[src/index_err_defs.svh]
// constants for the index modification and operation error unit
`ifndef INDEX_ERR_DEFS_SVH
`define INDEX_ERR_DEFS_SVH

`define ADDR_IDX_BASE      12'h000
`define ADDR_ERR_CTRL      12'h040
`define ADDR_ERR_STATUS    12'h044
`define ADDR_ERR_CODE      12'h048
`define ADDR_ERR_ADDR_LO   12'h04C
`define ADDR_ERR_ADDR_HI   12'h050
`define ADDR_ERR_KIND      12'h054
`define NUM_OFFSET_REGS    14
`define DATA_WORD_LAST     32'sd32764
`define AREA_SMALL_LAST    32'sd511
`define BCD_MAX            32'sd9999
`define OP_ERROR_CODE      16'h0045
`define BLINK_HALF_CYCLES  25000000
`define CTRL_CONTINUE_BIT  0
`define CTRL_CLEAR_BIT     1
`define CTRL_RUN_BIT       2
`define CTRL_POWER_BIT     3

`endif

[src/index_err_pkg.sv]
// types for the index modification and operation error unit
package index_err_pkg;
    typedef enum logic [2:0] {
        AREA_DATA_WORD    = 3'h0,
        AREA_INPUT_WORD   = 3'h1,
        AREA_OUTPUT_WORD  = 3'h2,
        AREA_RELAY_WORD   = 3'h3,
        AREA_TIMER_PRESET = 3'h4,
        AREA_TIMER_ELAPSE = 3'h5,
        AREA_CONSTANT     = 3'h6,
        AREA_OFFSET_REG   = 3'h7
    } area_t;

    typedef enum logic [2:0] {
        OP_NONE     = 3'h0,
        OP_RESOLVE  = 3'h1,
        OP_BCD_CHK  = 3'h2,
        OP_BIN2BCD  = 3'h3,
        OP_PARAM    = 3'h4,
        OP_BLOCK    = 3'h5,
        OP_DIVIDE   = 3'h6,
        OP_DIAG_SET = 3'h7
    } op_t;

    typedef enum logic [2:0] {
        RUN_EXEC  = 3'b001,
        RUN_HALT  = 3'b010,
        RUN_PROGRAMMING_MODE  = 3'b100
    } run_state_t;
endpackage

[src/index_err_unit.sv]
// index modification and operation error detection unit
//
// Function
// - fourteen readable writable 16-bit offset registers
// - effective number is base plus offset
// - offsetting applies to all word areas
// - constants get offset added before use
// - offset register cannot be offset itself
// - 32-bit ops join first two offsets
// - error sets both flags, blinks indicator
// - error writes code into error code word
// - error captures faulting address in two words
// - out-of-range indexed number raises address error
// - data words above 32764 or negative fault
// - bad BCD nibble or conversion raises error
// - out-of-range control data raises parameter error
// - block span past area end raises error
// - divisor of zero raises error
// - halt on error unless continue selected
// - diag set instruction or tool clears error
// - run selector resumes at once after clear
// - programming mode power cycle clears error, code, address, kind and offsets
//
// The register addresses and the APB register port were decided locally.
`timescale 1ns/100ps
`include "index_err_defs.svh"

module index_err_unit
    import index_err_pkg::*;
(
    // clock and reset
    input  wire logic        pclk,
    input  wire logic        presetn,
    // apb slave
    input  wire logic        psel,
    input  wire logic        penable,
    input  wire logic        pwrite,
    input  wire logic [11:0] paddr,
    input  wire logic [31:0] pwdata,
    output logic      [31:0] prdata,
    output logic             pready,
    output logic             pslverr,
    // sequencer request
    input  wire logic        op_valid,
    input  wire op_t         op_kind,
    input  wire area_t       op_area,
    input  wire logic        op_indexed,
    input  wire logic [3:0]  op_offset_sel,
    input  wire logic        op_wide,
    input  wire logic [15:0] op_base,
    input  wire logic [31:0] op_data,
    input  wire logic [15:0] op_limit,
    input  wire logic [31:0] op_pc,
    input  wire logic        off_wr,
    input  wire logic [3:0]  off_wr_sel,
    input  wire logic [15:0] off_wr_data,
    // sequencer answer
    output logic      [31:0] eff_value,
    output logic             eff_valid,
    output logic             op_error_flag_a,
    output logic             op_error_flag_b,
    output logic             exec_enable,
    output logic             error_led
);

    localparam int BLINK_HALF = `BLINK_HALF_CYCLES;

    typedef struct packed {
        logic [13:0][15:0] offs;
        logic              err;
        logic [15:0]       code;
        logic [31:0]       err_addr;
        logic [4:0]        kind;
        logic              cont;
        logic              run_sel;
        run_state_t        st;
        logic [24:0]       blink_cnt;
        logic              led;
        logic [31:0]       eff;
        logic              eff_v;
        logic [31:0]       rdata;
        logic              rdy;
        logic              serr;
        logic              exen;
    } state_t;

    state_t q, d;

    // sign-extended offset for the selected register, or registers 1 and 0 joined when wide selects 0
    function automatic logic signed [31:0] offset_of(
        input logic [13:0][15:0] offs,
        input logic [3:0]        sel,
        input logic              wide
    );
        logic signed [31:0] r;
        r = 32'sd0;
        if (sel < 4'd14) begin
            r = {{16{offs[sel][15]}}, offs[sel]};
        end
        if (wide && sel == 4'd0) begin
            r = {offs[1], offs[0]};
        end
        return r;
    endfunction

    // last valid number of each area
    function automatic logic signed [31:0] area_last(input area_t a);
        logic signed [31:0] r;
        r = `AREA_SMALL_LAST;
        if (a == AREA_DATA_WORD) begin
            r = `DATA_WORD_LAST;
        end
        return r;
    endfunction

    function automatic logic bad_bcd(input logic [31:0] v);
        logic b;
        b = 1'b0;
        for (int i = 0; i < 8; i++) begin
            if (v[i*4 +: 4] > 4'h9) begin
                b = 1'b1;
            end
        end
        return b;
    endfunction

    // offset registers fill the first words of the map
    function automatic logic is_offset_addr(input logic [11:0] a);
        return a[11:6] == 6'h00 && a[5:2] < 4'(`NUM_OFFSET_REGS);
    endfunction

    // number lies outside the usable part of its area
    function automatic logic outside_area(
        input logic signed [31:0] n,
        input area_t              a
    );
        return n < 32'sd0 || n > area_last(a);
    endfunction

    logic signed [31:0] eff_num;
    logic               fault;
    logic [4:0]         fault_kind;
    logic               apb_acc;
    logic [3:0]         widx;

    always_comb begin
        d          = q;
        eff_num    = 32'sd0;
        fault      = 1'b0;
        fault_kind = 5'h00;
        apb_acc    = psel && penable && !q.rdy;
        widx       = paddr[5:2];
        d.eff_v    = 1'b0;
        d.rdy      = 1'b0;
        d.serr     = 1'b0;

        // sequencer writes an offset register
        if (off_wr && off_wr_sel < 4'd14) begin
            d.offs[off_wr_sel] = off_wr_data;
        end

        if (op_valid && q.exen) begin
            eff_num = $signed({16'h0000, op_base});
            if (op_indexed) begin
                eff_num = eff_num
                    + offset_of(q.offs, op_offset_sel, op_wide);
            end
            case (op_kind)
                OP_RESOLVE: begin
                    if (op_indexed && op_area == AREA_OFFSET_REG) begin
                        fault      = 1'b1;
                        fault_kind = 5'h10;
                    end else if (op_area == AREA_CONSTANT) begin
                        d.eff   = eff_num;
                        d.eff_v = 1'b1;
                    end else if (outside_area(eff_num, op_area)) begin
                        fault      = 1'b1;
                        fault_kind = 5'h01;
                    end else begin
                        d.eff   = eff_num;
                        d.eff_v = 1'b1;
                    end
                end
                OP_BCD_CHK: begin
                    if (bad_bcd(op_data)) begin
                        fault      = 1'b1;
                        fault_kind = 5'h02;
                    end
                end
                OP_BIN2BCD: begin
                    if ($signed(op_data) < 0
                        || $signed(op_data) > `BCD_MAX) begin
                        fault      = 1'b1;
                        fault_kind = 5'h02;
                    end
                end
                OP_PARAM: begin
                    if (op_data > {16'h0000, op_limit}) begin
                        fault      = 1'b1;
                        fault_kind = 5'h04;
                    end
                end
                OP_BLOCK: begin
                    // start checked like any operand, then the span end
                    if (op_indexed && op_area == AREA_OFFSET_REG) begin
                        fault      = 1'b1;
                        fault_kind = 5'h10;
                    end else if (outside_area(eff_num, op_area)) begin
                        fault      = 1'b1;
                        fault_kind = 5'h01;
                    end else if (outside_area(eff_num + $signed(op_data)
                                              - 32'sd1, op_area)) begin
                        fault      = 1'b1;
                        fault_kind = 5'h08;
                    end
                end
                OP_DIVIDE: begin
                    if (op_data == 32'h0000_0000) begin
                        fault      = 1'b1;
                        fault_kind = 5'h08;
                    end
                end
                OP_DIAG_SET: begin
                    d.err = 1'b0;
                end
                default: begin
                end
            endcase
        end

        // tool side registers over apb
        if (apb_acc && pwrite) begin
            if (paddr == `ADDR_ERR_CTRL) begin
                d.cont    = pwdata[`CTRL_CONTINUE_BIT];
                d.run_sel = pwdata[`CTRL_RUN_BIT];
                if (pwdata[`CTRL_CLEAR_BIT]) begin
                    d.err = 1'b0;
                end
                if (pwdata[`CTRL_POWER_BIT] && q.st == RUN_PROGRAMMING_MODE) begin
                    d.err  = 1'b0;
                    d.offs = '0;
                    d.code = 16'h0000;
                    d.err_addr = 32'h0000_0000;
                    d.kind = 5'h00;
                end
            end else if (is_offset_addr(paddr)) begin
                d.offs[widx] = pwdata[15:0];
            end else begin
                d.serr = 1'b1;
            end
        end else if (apb_acc) begin
            d.rdata = 32'h0000_0000;
            if (is_offset_addr(paddr)) begin
                d.rdata = {16'h0000, q.offs[widx]};
            end else begin
                case (paddr)
                    `ADDR_ERR_CTRL:
                        d.rdata = {28'h0, 1'b0, q.run_sel, 1'b0, q.cont};
                    `ADDR_ERR_STATUS:
                        d.rdata = {29'h0, q.st};
                    `ADDR_ERR_CODE:    d.rdata = {16'h0000, q.code};
                    `ADDR_ERR_ADDR_LO:
                        d.rdata = {16'h0000, q.err_addr[15:0]};
                    `ADDR_ERR_ADDR_HI:
                        d.rdata = {16'h0000, q.err_addr[31:16]};
                    `ADDR_ERR_KIND:    d.rdata = {27'h0, q.kind};
                    default:           d.serr  = 1'b1;
                endcase
            end
        end
        if (apb_acc) begin
            d.rdy = 1'b1;
        end

        // a new fault wins over any clear in the same cycle
        if (fault) begin
            d.err      = 1'b1;
            d.code     = `OP_ERROR_CODE;
            d.err_addr = op_pc;
            d.kind     = fault_kind;
        end

        // run control
        case (q.st)
            RUN_EXEC: begin
                if (!d.run_sel) begin
                    d.st = RUN_PROGRAMMING_MODE;
                end else if (fault && !q.cont) begin
                    d.st = RUN_HALT;
                end
            end
            RUN_HALT: begin
                if (!d.err && d.run_sel) begin
                    d.st = RUN_EXEC;
                end else if (!d.run_sel) begin
                    d.st = RUN_PROGRAMMING_MODE;
                end
            end
            RUN_PROGRAMMING_MODE: begin
                if (d.run_sel) begin
                    d.st = d.err && !q.cont ? RUN_HALT : RUN_EXEC;
                end
            end
            default: d.st = RUN_PROGRAMMING_MODE;
        endcase
        d.exen = (d.st == RUN_EXEC);

        // indicator blinks while an error stands
        if (d.err && !q.err) begin
            // lit at once, so a fresh fault shows without a wait
            d.blink_cnt = 25'h0;
            d.led       = 1'b1;
        end else if (d.err) begin
            if (q.blink_cnt == 25'(BLINK_HALF - 1)) begin
                d.blink_cnt = 25'h0;
                d.led       = ~q.led;
            end else begin
                d.blink_cnt = q.blink_cnt + 25'h1;
            end
        end else begin
            d.blink_cnt = 25'h0;
            d.led       = 1'b0;
        end
    end

    always_ff @(posedge pclk or negedge presetn) begin
        if (!presetn) begin
            q         <= '0;
            q.st      <= RUN_PROGRAMMING_MODE;
        end else begin
            q <= d;
        end
    end

    // outputs straight from the state flops
    assign prdata          = q.rdata;
    assign pready          = q.rdy;
    assign pslverr         = q.serr;
    assign eff_value       = q.eff;
    assign eff_valid       = q.eff_v;
    assign op_error_flag_a = q.err;
    assign op_error_flag_b = q.err;
    assign exec_enable     = q.exen;
    assign error_led       = q.led;

endmodule

[config.mk]
export PLATFORM = sky130hd
export DESIGN_NAME = index_err_unit
export DESIGN_NICKNAME = d
export VERILOG_FILES = /design/src/index_err_pkg.sv /design/src/index_err_unit.sv
export VERILOG_INCLUDE_DIRS = /design/src
export SDC_FILE = /design/constraint.sdc
export NUM_CORES = 1
export LEC_CHECK = 0
export BUFFER_PORTS_ARGS = -buffer_cell sky130_fd_sc_hd__buf_2
export CORE_MARGIN = 2
export CORE_UTILIZATION = 35
export CTS_CLUSTER_SIZE = 8
export DETAILED_ROUTE_END_ITERATION = 12
export GPL_TIMING_DRIVEN = 0
export SLEW_MARGIN = 10
export SYNTH_ARGS = -nofsm -noshare
export SYNTH_HDL_FRONTEND = slang
export SYNTH_SLANG_ARGS = --single-unit
export TNS_END_PERCENT = 30
[constraint.sdc]
create_clock -name pclk -period 12.45 [get_ports pclk]
set_clock_uncertainty 0.1 [all_clocks]
set_input_delay 2.49 -clock pclk [delete_from_list [all_inputs] [get_ports pclk]]
set_output_delay 2.49 -clock pclk [all_outputs]
set_load 0.1 [all_outputs]
**Word level (Yosys, flattened, before mapping)**

Index checks and enable logic that the tools add are counted.

- Register bits after elaboration: 377
- Bits of input ports: 179
- Output and inout bits: 71
- Word-level logic and storage cells: 214

- Add/subtract/negate cells: 4
- Magnitude comparators: 24
- Eq/ne operators: 22
- Multiplexer cells: 97
- Bitwise gates (word level): 3
- Reduce and logical (&&, ||, !) cells: 35

Operator list:

| kind | number |
|---|---|
| $mux W224 | 3 |
| $mux W32 | 17 |
| $bwmux W224 | 2 |
| $mux W280 | 1 |
| $mux W278 | 1 |
| $bmux W16 S4 | 2 |
| $demux W16 S4 | 2 |
| $gt A32 B32 Y1 | 3 |
| $lt A32 B1 Y1 const B | 3 |
| $pmux W16 S6 | 1 |
| $mux W16 | 5 |
| $eq A12 B7 Y1 const B | 6 |
| $mux W33 | 2 |
| $mux W56 | 1 |
| $mux W54 | 1 |
| $mux W26 | 2 |
| $mux W1 | 37 |
| $add A17 B32 Y32 | 1 |
| $add A32 B32 Y32 | 1 |
| $gt A32 B15 Y1 const B | 1 |
| $gt A32 B16 Y1 | 1 |
| $gt A4 B4 Y1 const B | 8 |
| $logic_not A32 Y1 | 1 |
| $sub A32 B2 Y32 const B | 1 |
| 31 further kinds | 82 |

**Depth between registers and ports, before layout**

Gate-level depths: netlist of run 1.

- Depth in word-level cells: 28
- Gate-level depth with buffers: 41
- Mapped depth without buffers: 36

**Worst setup path after synthesis of run 1**

OpenSTA, ideal clock, no wires.

- Path type: input -> register
- Start point: input port op_offset_sel[2]
- End point: register q[128] in the netlist's numbering
- Library setup time: 0.117 ns
- Data arrival time: 9.538 ns
- Required time: 12.233 ns
- Setup slack: 2.695 ns
- Stages on the path: 41
- Path buffers: 5
- Cells stage by stage: buf_2 > buf_1 > clkbuf_1 > mux4_2 > nand2_1 > o21ai_0 > nand2_1 > o21ai_0 > ha_1 > inv_1 > fa_1 > nor2b_1 > o2111a_1 > nor3_1 > o31ai_1 > a21o_1 > xor2_1 > mux2_2 > [5 not listed] > nand2_1 > a21o_1 > nand2_1 > xnor2_1 > ha_1 > nand2_1 > a2111oi_0 > nand4_1 > o31a_1 > o311ai_0 > nor4_1 > nand2_1 > nor4_2 > o41a_1 > buf_4 > buf_4 > nand3_1 > nand2_1

- Longest elaborated chain between the ends: 20
- Elaborated cells on any way between the ends: 35
- Those cells by class: 3 x add/sub; 6 x order compare; 17 x mux; 9 x reduce/logical

Ends and longest elaborated chain:

| what | line | text |
|---|---|---|
| start: declaration | index_err_unit.sv:48 | `input wire logic [3:0] op_offset_sel,` |
| $bmux W16 S4 | index_err_unit.sv:98 | `r = {{16{offs[sel][15]}}, offs[sel]};` |
| $mux W16 (not written as such) | index_err_unit.sv:98 |  |
| $mux W32 | index_err_unit.sv:97 | `if (sel < 4'd14) begin` |
| $mux W32 (*) | index_err_unit.sv:100 | `if (wide && sel == 4'd0) begin` |
| $mux W32 (*) | index_err_unit.sv:164 | `if (op_indexed) begin` |
| $mux W32 (*) | index_err_unit.sv:162 | `if (op_valid && q.exen) begin` |
| $add A17 B32 Y32 (*) | index_err_unit.sv:166 | `+ offset_of(q.offs, op_offset_sel, op_wide);` |
| $mux W32 (*) | index_err_unit.sv:164 |  |
| [4 not listed] | -- |  |
| $logic_or A1 B1 Y1 | index_err_unit.sv:137 | `return n < 32'sd0 \|\| n > area_last(a);` |
| $mux W1 | index_err_unit.sv:211 | `end else if (outside_area(eff_num + $signed(op_data)` |
| $mux W1 | index_err_unit.sv:208 | `end else if (outside_area(eff_num, op_area)) begin` |
| $mux W1 | index_err_unit.sv:205 | `if (op_indexed && op_area == AREA_OFFSET_REG) begin` |
| $pmux W1 S6 (*) | index_err_unit.sv:168 | `case (op_kind)` |
| $mux W1 (*) | index_err_unit.sv:162 |  |
| $reduce_bool A2 Y1 (no source line) | -- |  |
| $reduce_and A3 Y1 (no source line) | -- |  |
| end: declaration | index_err_unit.sv:87 | `state_t q, d;` |

Every way passes the cells marked *; elsewhere a longest branch is shown, timed or not. The select of a mux whose other input is x is not followed.
A chain may end at the register's enable or synchronous reset.

**Worst setup path after layout of run 1**

- Start point: input port op_offset_sel[1]
- End point: register q[134] in the netlist's numbering

Same word-level chain as after synthesis.

==> summary.txt, run 1 <==
Place
  • Hpwl dp: roughly 82,000 um
  • Place WS: -0.373 ns
  • Input/output buffers: 212
  • GPL Wtd Cong: 1.02
  • Area after DPL: between 20,000 and 30,000 um2
  • Placed insts: 4,155

STA
  • Hold WS: 0.377 ns
  • RSZ-0062 raised after global routing: no
  • Fin crit period: between 10 and 15 ns
  • Final period utilization: around 96%
  • Setup-failing EPs final: 0
  • Slew Limit Fails: 0
  • Fmax: 0.0840 GHz
  • Final hold violations: 0
  • Max_slew headroom: 9.83%
  • Worst Tran Pin Value: 1.34 ns
  • Post-route setup slack: 0.549 ns

Routing
  • Remaining DRCs: 0
  • Antenna viol nets, final: 0
  • Vias/cell: 5.86
  • Pre-Repair DR Iteration Count: 8
  • Via Count: 24,732
  • Routed WL: 103,000 um
  • WL/cell: 24.4 um
  • DRT iter0 DRCs: around 2,400

Run status
  • Outcome: completed

Die
  • Die Area: 78,000 um2
  • Core area: approximately 75,000 um2
  • Die width: 279 um
  • Initial core utilization: 35.5%
  • Die Y: roughly 280 um
  • Rows: 100
  • IO Pins: 250

CTS
  • Total CTS buffers: 50
  • Deepest clock path buffer count: 3
  • Clock sinks: 346
  • Post-CTS Repair Setup Buffers: 0
  • CTS tree: done
  • Worst skew pair latency: 0.62 ns
  • CTS HTree Levels: 2
  • Clk slew on worst S/H paths: around 0.050 ns
  • Root buffer cell: clkbuf_16

Setup path
  • Slowest cell on crit path: a2111oi_0
  • Critical path class: in -> reg
  • Critical Path AT: 12.33 ns
  • Crit path top cell by count: nand2_1
  • Worst setup SP type: input pin
  • Max incr delay on CP: 0.65 ns
  • Critical Path Fanout Max: 10
  • Critical Path End Type: register
  • Worst path required time: 12.88 ns

Power and ir drop
  • Worst VDD drop: 0.0974 mV
  • Switching Power: 1.71 mW
  • Internal Pwr Total: 2.77 mW
  • Flop pwr share: 33.6%
  • Pleak: 13.8 nW
  • Net Sw Frac: roughly two fifths
  • Clk pwr share: 29.3%
  • Pwr Density: 148 nW/um2
  • Combinational Power Share: a little under two fifths

Yosys
  • Synthesized area: 26,500 um2
  • Post-synthesis sequential element count: 346
  • Post-synthesis async set-or-reset flop share: 100%
  • Synth cell types: 90
  • EDFF count, synth: 0
  • Synth Flop Type: dfrtp_1
  • Synth Area per Inst: between 8 and 9 um2
  • Sequential-to-total area share from yosys stat: 32.7%
  • Synth warn: 0
  • Syn Inst Count: 2,956

Final layout
  • Area Growth Syn to Fin: 14.6%
  • Post-route cell area: 30,400 um2
  • Post-layout util: 40.7%
  • Share of layout cells above drive strength 1: between 10% and 20%
  • Fin cells: between 4,000 and 5,000
  • Final #Nets: 3,524

GRT
  • Vias in the first global route: 24,020
  • First-pass GRT wire length: 154,000 um
  • Largest net degree at the start of global routing: between 90 and 100
  • Congestion Overflow GR: 0
  • Overall global routing resource usage: 26.1%
  • Initial antenna violation count: 8

Flow run
  • Max-Cap Viols: 0

Min path
  • HP Class: reg -> reg
## final timing paths
path	start	to	slack [ns]	cells after the start
setup / recovery	op_offset_sel[1]	q[134]$_DFFE_PN0P_	0.55	38
hold / removal	eff_value[31]$_DFFE_PN0P_	eff_value[31]$_DFFE_PN0P_	0.38	2
setup reg to reg	q[169]$_DFF_PN0_	q[134]$_DFFE_PN0P_	3.08	36
hold reg to reg	eff_value[31]$_DFFE_PN0P_	eff_value[31]$_DFFE_PN0P_	0.38	2
max in group asynchronous	presetn	eff_value[5]$_DFFE_PN0P_	9.49	2
min in group asynchronous	presetn	q[128]$_DFFE_PN0P_	1.77	1
## cell usage after synthesis (all sizes together), types with 23 or more instances
| cell type | count | share of area (%) |
|---|---|---|
| nand3 | 72 | 1.4 |
| inv | 167 | 2.4 |
| a21oi | 112 | 2.1 |
| nand4 | 27 | 0.64 |
| mux4 | 94 | 8.0 |
| nor3 | 36 | 0.68 |
| nor2b | 67 | 1.6 |
| nand2 | 240 | 3.4 |
| clkbuf | 197 | 2.8 |
| a21o | 35 | 0.99 |
| buf | 101 | 2.5 |
| o22ai | 26 | 0.67 |
| dfrtp | 345 | 33 |
| nand2b | 23 | 0.54 |
| mux2i | 246 | 9.3 |
| o21ai | 113 | 2.1 |
| ha | 107 | 5.1 |
| a211oi | 263 | 7.4 |
| xnor2 | 25 | 0.83 |
| nor2 | 327 | 4.7 |
| xor2 | 29 | 0.96 |
## worst max-delay path, delay by kind of cell
kind,cells,cell delay [ns]
adder cells (fa/ha/maj),3,0.94
AND/OR/NAND/NOR,10,1.71
multiplexers,2,0.63
XOR/XNOR,1,0.09
AO/OA/AOI/OAI,12,3.58
buffers and inverters,10,2.86
## logic make-up after synthesis
logic type | synth area share [%]
other | 0.0141
multiplexers | 17.8
buffers and inverters | 7.72
adder cells (fa/ha/maj) | 5.20
flip-flops | 32.7
XOR/XNOR | 1.78
AND/OR/NAND/NOR | 16.2
AO/OA/AOI/OAI | 18.7
## through the flow
stage          total power [mW]  TNS, ns
2_1_floorplan              2.64        0
3_3_place_gp               3.11   -13.29
3_5_place_dp               3.14   -16.41
4_1_cts                    4.46        0
5_1_grt                    4.71        0
6_report                   4.48        0
## power by group through the flow
stage               clock (mW)  sequential, mW  combinational (mW)
finish                    1.31            1.51                1.66
global placement             0            1.50                1.61
floorplan                    0            1.41                1.22
detailed placement           0            1.50                1.63
global route              1.38            1.51                1.82
CTS                       1.33            1.49                1.64
## state kept, by name (all words and copies together) (netlist names)
register	count
exec_enable	1
eff_valid	1
eff_value	32
pslverr	1
q	292
error_led	1
prdata	16
pready	1
op_error_flag_a	1
## placed cells by master (no fill, tap or decap), drive strengths merged, types with 15 or more instances in the layout
cell / synthesis / final
a211oi: 263 / 263
a21o: 35 / 35
a21oi: 112 / 112
a31oi: 20 / 20
and3: 18 / 18
buf: 101 / 309
clkbuf: 197 / 264
conb: 1 / 16
dfrtp: 345 / 345
ha: 107 / 107
inv: 167 / 168
mux2i: 246 / 246
mux4: 94 / 94
nand2: 240 / 240
nand2b: 23 / 23
nand3: 72 / 72
nand4: 27 / 27
nor2: 327 / 327
nor2b: 67 / 67
nor3: 36 / 36
nor4: 16 / 16
o211ai: 22 / 22
o21a: 15 / 15
o21ai: 113 / 113
o22ai: 26 / 26
or2: 20 / 20
or3: 15 / 15
xnor2: 25 / 25
xor2: 29 / 29
## timing repair
item | in CTS | in global routing
resized for setup | 0 | 16
setup endpoints to repair | 0 | 68
hold buffers | 0 | 0
hold endpoints to repair | 0 | 0
## area by class of cell
class	instances	area [um2]
repair buffers	215	1150
flip-flops and latches	346	8660
multi-input cells	2158	15900
fillers	7489	44300
well taps	969	1210
clock inverters	4	85.1
inverters	169	634
clock buffers	62	1350
diodes	5	12.5
plain buffers	296	1410
## per-layer routing
metal	vias to the layer above	routed length, um	track usage, %
met1	11979	41600	33.9
met5	-	18	0
li1	11234	-	-
met2	1285	47300	41.9
met4	4	4530	11.2
met3	230	9700	5.56
No activity file was read; power rests on OpenSTA's default activity.
==> run 2: changes to the inputs <==
BUFFER_PORTS_ARGS = not set   (was -buffer_cell sky130_fd_sc_hd__buf_2)
DONT_BUFFER_PORTS = 1   (was not set)
MAX_ROUTING_LAYER = met4   (was not set)
==> summary.txt, run 2 (synthesized netlist as in run 1, its figures left out) <==
Place
  • GPL Wtd Cong: 1.04 (was 1.02)
  • Place WS: -0.306 ns (was -0.373 ns)
  • Placed insts: 3,940 (was 4,155)
  • Hpwl dp: 83,300 um (was 82,300 um)
  • Input/output buffers: 0 (was 212)

Routing
  • Remaining DRCs: 0 (unchanged)
  • DRT iter0 DRCs: 2,576 (was 2,427)
  • Antenna viol nets, final: 0 (unchanged)
  • Pre-Repair DR Iteration Count: 6 (was 8)
  • Via Count: 24,259 (was 24,732)
  • WL/cell: 26.5 um (was 24.4 um)
  • Vias/cell: 6.05 (was 5.86)
  • Routed WL: 106,000 um (was 103,000 um)

Final layout
  • Commonest non-fill, non-tap cell in the layout: dfrtp_1 (unchanged)
  • Most frequent cells in the layout: dfrtp_1, nor2_1, a211oi_1 (unchanged)
  • Final #Nets: 3,309 (was 3,524)
  • Reg with most FFs: q (unchanged)
  • Fin cells: 4,012 (was 4,224)
  • Area Growth Syn to Fin: 10.3% (was 14.6%)
  • Max reg flops: 292 (unchanged)
  • Post-layout util: 39.1% (was 40.7%)
  • Share of layout cells above drive strength 1: 9.48% (was 15.6%)

Power and ir drop
  • Worst VDD drop: 0.121 mV (was 0.0974 mV)
  • Final Total Pwr: 4.44 mW (was 4.48 mW)
  • Pwr Density: 152 nW/um2 (was 148 nW/um2)
  • Pleak: 12.8 nW (was 13.8 nW)

Die
  • Initial core utilization: 35.5% (unchanged)
  • Die Area: 78,000 um2 (unchanged)
  • Rows: 100 (unchanged)
  • Die width: 279 um (unchanged)
  • Die Y: 279 um (unchanged)
  • IO Pins: 250 (unchanged)
  • Core area: 74,700 um2 (unchanged)

Run status
  • Outcome: completed (unchanged)

Setup path
  • Critical path class: in -> reg (unchanged)
  • Crit path top cell by count: nand2_1 (unchanged)
  • Crit Reg-Reg Endpoint: q[131]$_DFFE_PN0P_ (was q[134]$_DFFE_PN0P_)
  • Worst path required time: 12.90 ns (was 12.88 ns)
  • Cell family with most CP delay: compound AO/OA/AOI/OAI gates (unchanged)
  • Critical Path AT: 12.10 ns (was 12.33 ns)
  • R2r startpoint: q[169]$_DFF_PN0_ (unchanged)
  • Worst path buffer plus inverter count: 6 (was 10)
  • Max incr delay on CP: 0.93 ns (was 0.65 ns)
  • Critical Path Fanout Max: 10 (unchanged)
  • Worst setup SP type: input pin (unchanged)
  • Crit path capture: q[131]$_DFFE_PN0P_ (was q[134]$_DFFE_PN0P_)
  • Critical Path End Type: register (unchanged)
  • Crit path depth: 38 (unchanged)
  • R2r setup slk: 3.17 ns (was 3.08 ns)
  • CP Launch Point: op_offset_sel[0] (was op_offset_sel[1])
  • Worst R2R Path Depth: 37 (was 36)
  • Slowest cell on crit path: clkdlybuf4s15_1 (was a2111oi_0)

Min path
  • HP Class: reg -> reg (unchanged)

STA
  • Fmax: 0.0859 GHz (was 0.0840 GHz)
  • Setup-failing EPs final: 0 (unchanged)
  • Post-route setup slack: 0.809 ns (was 0.549 ns)
  • Max_slew headroom: 12.3% (was 9.83%)
  • Final hold violations: 0 (unchanged)
  • Fin crit period: 11.64 ns (was 11.90 ns)
  • Slew Limit Fails: 0 (unchanged)
  • Final period utilization: 93.5% (was 95.6%)
  • Worst Tran Pin Value: 1.32 ns (was 1.34 ns)

GRT
  • Met1 usage: 34.7% (was 33.9%)
  • Congestion Overflow GR: 0 (unchanged)
  • Vias in the first global route: 23,235 (was 24,020)
  • Initial antenna violation count: 4 (was 8)
  • Largest net degree at the start of global routing: 347 (was 97)
  • Overall global routing resource usage: 27.5% (was 26.1%)
  • M2 GR Usage: 42.8% (was 41.9%)
  • First-pass GRT wire length: 156,000 um (was 154,000 um)
  • Met3 Use GR: 6.42% (was 5.56%)
  • Most used routing layer: met2 (unchanged)

CTS
  • Deepest clock path buffer count: 3 (unchanged)
  • CTS tree: done (unchanged)
  • Worst skew pair latency: 0.65 ns (was 0.62 ns)
  • Total CTS buffers: 50 (unchanged)
  • CTS HTree Levels: 2 (unchanged)
  • Cts hold-fix bufs: 0 (unchanged)
  • Clk slew on worst S/H paths: 0.05 ns (about the same)
  • Root buffer cell: clkbuf_16 (unchanged)
  • Clock sinks: 346 (unchanged)
  • Post-CTS Repair Setup Buffers: 0 (unchanged)

Flow run
  • Max-Cap Viols: 0 (unchanged)
## run 2: repair_timing
item,CTS,global route
gates resized for setup,0,9
hold endpoints to repair,0,0
setup endpoints to repair,0,68
## run 2: report_power, final
group | total, mW | internal [mW] | switching [mW]
Combinational | 1.59 | 0.673 | 0.913
Clock | 1.32 | 0.763 | 0.558
Sequential | 1.53 | 1.30 | 0.225
## run 2: metal layers
metal	wire, um	vias to the layer above	part of all wire, %
li1	-	10808	-
met1	42700	11905	40
met2	48700	1322	46
met3	10500	224	9.9
met4	4340	0	4.1
met5	0	-	0
## run 2: worst min path at each step
stage                                   start                         to  slack, ns  depth (start not counted)
floorplan           eff_value[31]$_DFFE_PN0P_  eff_value[31]$_DFFE_PN0P_       0.34                          2
global placement    eff_value[31]$_DFFE_PN0P_  eff_value[31]$_DFFE_PN0P_       0.36                          2
detailed placement  eff_value[31]$_DFFE_PN0P_  eff_value[31]$_DFFE_PN0P_       0.37                          2
CTS                 eff_value[31]$_DFFE_PN0P_  eff_value[31]$_DFFE_PN0P_       0.38                          2
global route                  q[69]$_DFF_PN0_            q[69]$_DFF_PN0_       0.39                          1
finish               eff_value[5]$_DFFE_PN0P_   eff_value[5]$_DFFE_PN0P_       0.37                          2
## run 2: metrics by stage
stage                     hold slack, ns  instance area (um2)  setup TNS, ns
after floorplan                    0.340                26600              0
after global placement             0.361                27800         -12.32
after CTS                          0.377                29200              0
final                              0.374                29200              0
after global routing               0.391                29200      -0.000480
after detailed placement           0.365                27800         -13.28
## run 2: area by class of cell
type                       count  area (um2)
fill                        7535       45500
multi-input combinational   2158       15900
sequential                   346        8660
buffer                       296        1420
clock buffer                  65        1340
tap                          969        1210
inverter                     169         634
clock inverter                 5         104
antenna                        4        10.0
## run 2: tightest hold or removal path, delay by kind of cell, from the launching register on
kind	cells	cell delay, ns
simple gates	1	0.05
compound gates	1	0.06
flops	1	0.34
==> run 3: changes to the inputs <==
clock period = 12.85 ns   (was 12.45 ns; I/O delays follow)
==> summary.txt, run 3 (synthesized netlist as in run 1, its figures left out) <==
Die
  • Die Area: 78,000 um2 (unchanged)
  • Die Y: 279 um (unchanged)
  • IO Pins: 250 (unchanged)
  • Die width: 279 um (unchanged)
  • Rows: 100 (unchanged)
  • Core area: 74,700 um2 (unchanged)
  • Initial core utilization: 35.5% (unchanged)

CTS
  • Clk slew on worst S/H paths: 0.05 ns (about the same)
  • Total CTS buffers: 50 (unchanged)
  • Worst skew pair latency: 0.65 ns (about the same)
  • Root buffer cell: clkbuf_16 (unchanged)
  • CTS HTree Levels: 2 (unchanged)
  • Deepest clock path buffer count: 3 (unchanged)
  • Post-CTS Repair Setup Buffers: 0 (unchanged)
  • Cts hold-fix bufs: 0 (unchanged)
  • CTS tree: done (unchanged)
  • Clock sinks: 346 (unchanged)

Setup path
  • Worst path required time: 13.30 ns (was 12.90 ns)
  • R2r startpoint: q[169]$_DFF_PN0_ (unchanged)
  • Slowest cell on crit path: buf_1 (was clkdlybuf4s15_1)
  • Worst setup SP type: input pin (unchanged)
  • Critical Path Fanout Max: 10 (unchanged)
  • Critical Path End Type: register (unchanged)
  • Max incr delay on CP: 0.73 ns (was 0.93 ns)
  • Critical Path AT: 12.36 ns (was 12.10 ns)
  • Critical path class: in -> reg (unchanged)
  • CP Launch Point: op_offset_sel[0] (unchanged)

Routing
  • Remaining DRCs: 0 (unchanged)
  • WL/cell: 26.5 um (about the same)
  • DRT iter0 DRCs: 2,518 (was 2,576)
  • Via Count: 24,277 (was 24,259)
  • Routed WL: 106,000 um (about the same)
  • Pre-Repair DR Iteration Count: 9 (was 6)
  • Antenna viol nets, final: 0 (unchanged)
  • Vias/cell: 6.05 (about the same)

Final layout
  • Multi-input logic area: 15,900 um2 (unchanged)
  • Share of layout cells above drive strength 1: 9.38% (was 9.48%)
  • Post-route cell area: 29,200 um2 (about the same)
  • Most frequent cells in the layout: dfrtp_1, nor2_1, a211oi_1 (unchanged)
  • Sequential cell area: 8660 um2 (unchanged)
  • Max reg flops: 292 (unchanged)
  • Commonest non-fill, non-tap cell in the layout: dfrtp_1 (unchanged)
  • Filler cells: 7,534 (was 7,535)
  • Reg with most FFs: q (unchanged)
  • Area Growth Syn to Fin: 10.3% (about the same)
  • Final #Nets: 3,309 (unchanged)

Flow run
  • Max-Cap Viols: 0 (unchanged)

GRT
  • Overall global routing resource usage: 27.5% (unchanged)
  • Largest net degree at the start of global routing: 347 (unchanged)
  • Initial antenna violation count: 4 (unchanged)
  • Vias in the first global route: 23,235 (unchanged)
  • First-pass GRT wire length: 156,000 um (unchanged)
  • Congestion Overflow GR: 0 (unchanged)

Power and ir drop
  • Pwr Density: 147 nW/um2 (was 152 nW/um2)
  • Worst VDD drop: 0.117 mV (was 0.121 mV)
  • Pleak: 12.8 nW (about the same)

Min path
  • Worst hold start: eff_value[5]$_DFFE_PN0P_ (unchanged)
  • HP Class: reg -> reg (unchanged)

STA
  • Final period utilization: 92.7%
  • Slew Limit Fails: 0 (unchanged)
  • Final hold violations: 0 (unchanged)
  • Fmax: 0.0840 GHz
  • Worst Tran Pin Value: 1.33 ns (was 1.32 ns)
  • Max_slew headroom: 11.6% (was 12.3%)
  • RSZ-0062 raised after global routing: no
  • Setup tns final: 0 ns (unchanged)
  • Setup-failing EPs final: 0 (unchanged)
  • Fin crit period: 11.91 ns

Place
  • Hpwl dp: 83,300 um (unchanged)
  • Input/output buffers: 0 (unchanged)
  • Area after DPL: 27,800 um2 (unchanged)
  • GPL Wtd Cong: 1.04 (unchanged)

Run status
  • Outcome: completed (unchanged)
## run 3: cell count changes in the layout (fill, tap and decap cells not counted), sizes merged
cell           previous run  this run
buf                      96        99
clkbuf                  264       262
clkdlybuf4s15             1         0
## run 3: critical path, delay by kind of cell
kind                       cells  cell delay [ns]
AOI/OAI and AO/OA             11             3.20
xor gates and xnor gates       1             0.09
buffers and inverters          6             2.25
muxes                          1             0.29
adders and majority gates      4             1.49
and+or+nand+nor               12             2.44
## run 3: cell type report
type	instances	area share [%]
inverter	169	2.17
clock buffer	65	4.58
clock inverter	5	0.355
buffer	296	4.81
sequential	346	29.6
antenna	4	0.0342
tap	969	4.15
multi-input combinational	2158	54.3
## run 3: where the power goes
group          internal (mW)  switching, mW
logic                  0.652          0.884
clock network          0.740          0.542
registers               1.26          0.217
## run 3: repair_timing
item                       CTS  global route
hold endpoints to repair     0             0
resized for setup            0             3
setup endpoints to repair    0            63
## run 3: final timing paths
path	endpoint	slack, ns	cells after the start
max	q[131]$_DFFE_PN0P_	0.94	35
min	eff_value[5]$_DFFE_PN0P_	0.37	2
max reg2reg	q[131]$_DFFE_PN0P_	3.54	37
min reg2reg	eff_value[5]$_DFFE_PN0P_	0.37	2
max in group asynchronous	eff_value[18]$_DFFE_PN0P_	10.41	0
min in group asynchronous	q[133]$_DFFE_PN0P_	1.55	0
## run 3: metrics by stage
stage                     std cells  power [mW]  util (%)  setup slack, ns  hold WS (ns)
after floorplan                2971        2.55         -             3.01         0.340
after global placement         3940        2.96      37.2           0.0222         0.361
after detailed placement       3940        2.98      37.2           0.0135         0.365
after CTS                      4010        4.26      39.1            0.621         0.377
after global routing           4011        4.50      39.1            0.248         0.391
final                          4012        4.30      39.1            0.943         0.374
## run 3: routing by layer
metal  global-route usage (%)  vias up  part of all wire (%)
li1                         -    10805                     -
met2                     42.8     1312                    46
met5                        -        -                     0
met1                     34.7    11925                    40
met4                     10.3        0                   4.2
met3                     6.42      235                    10
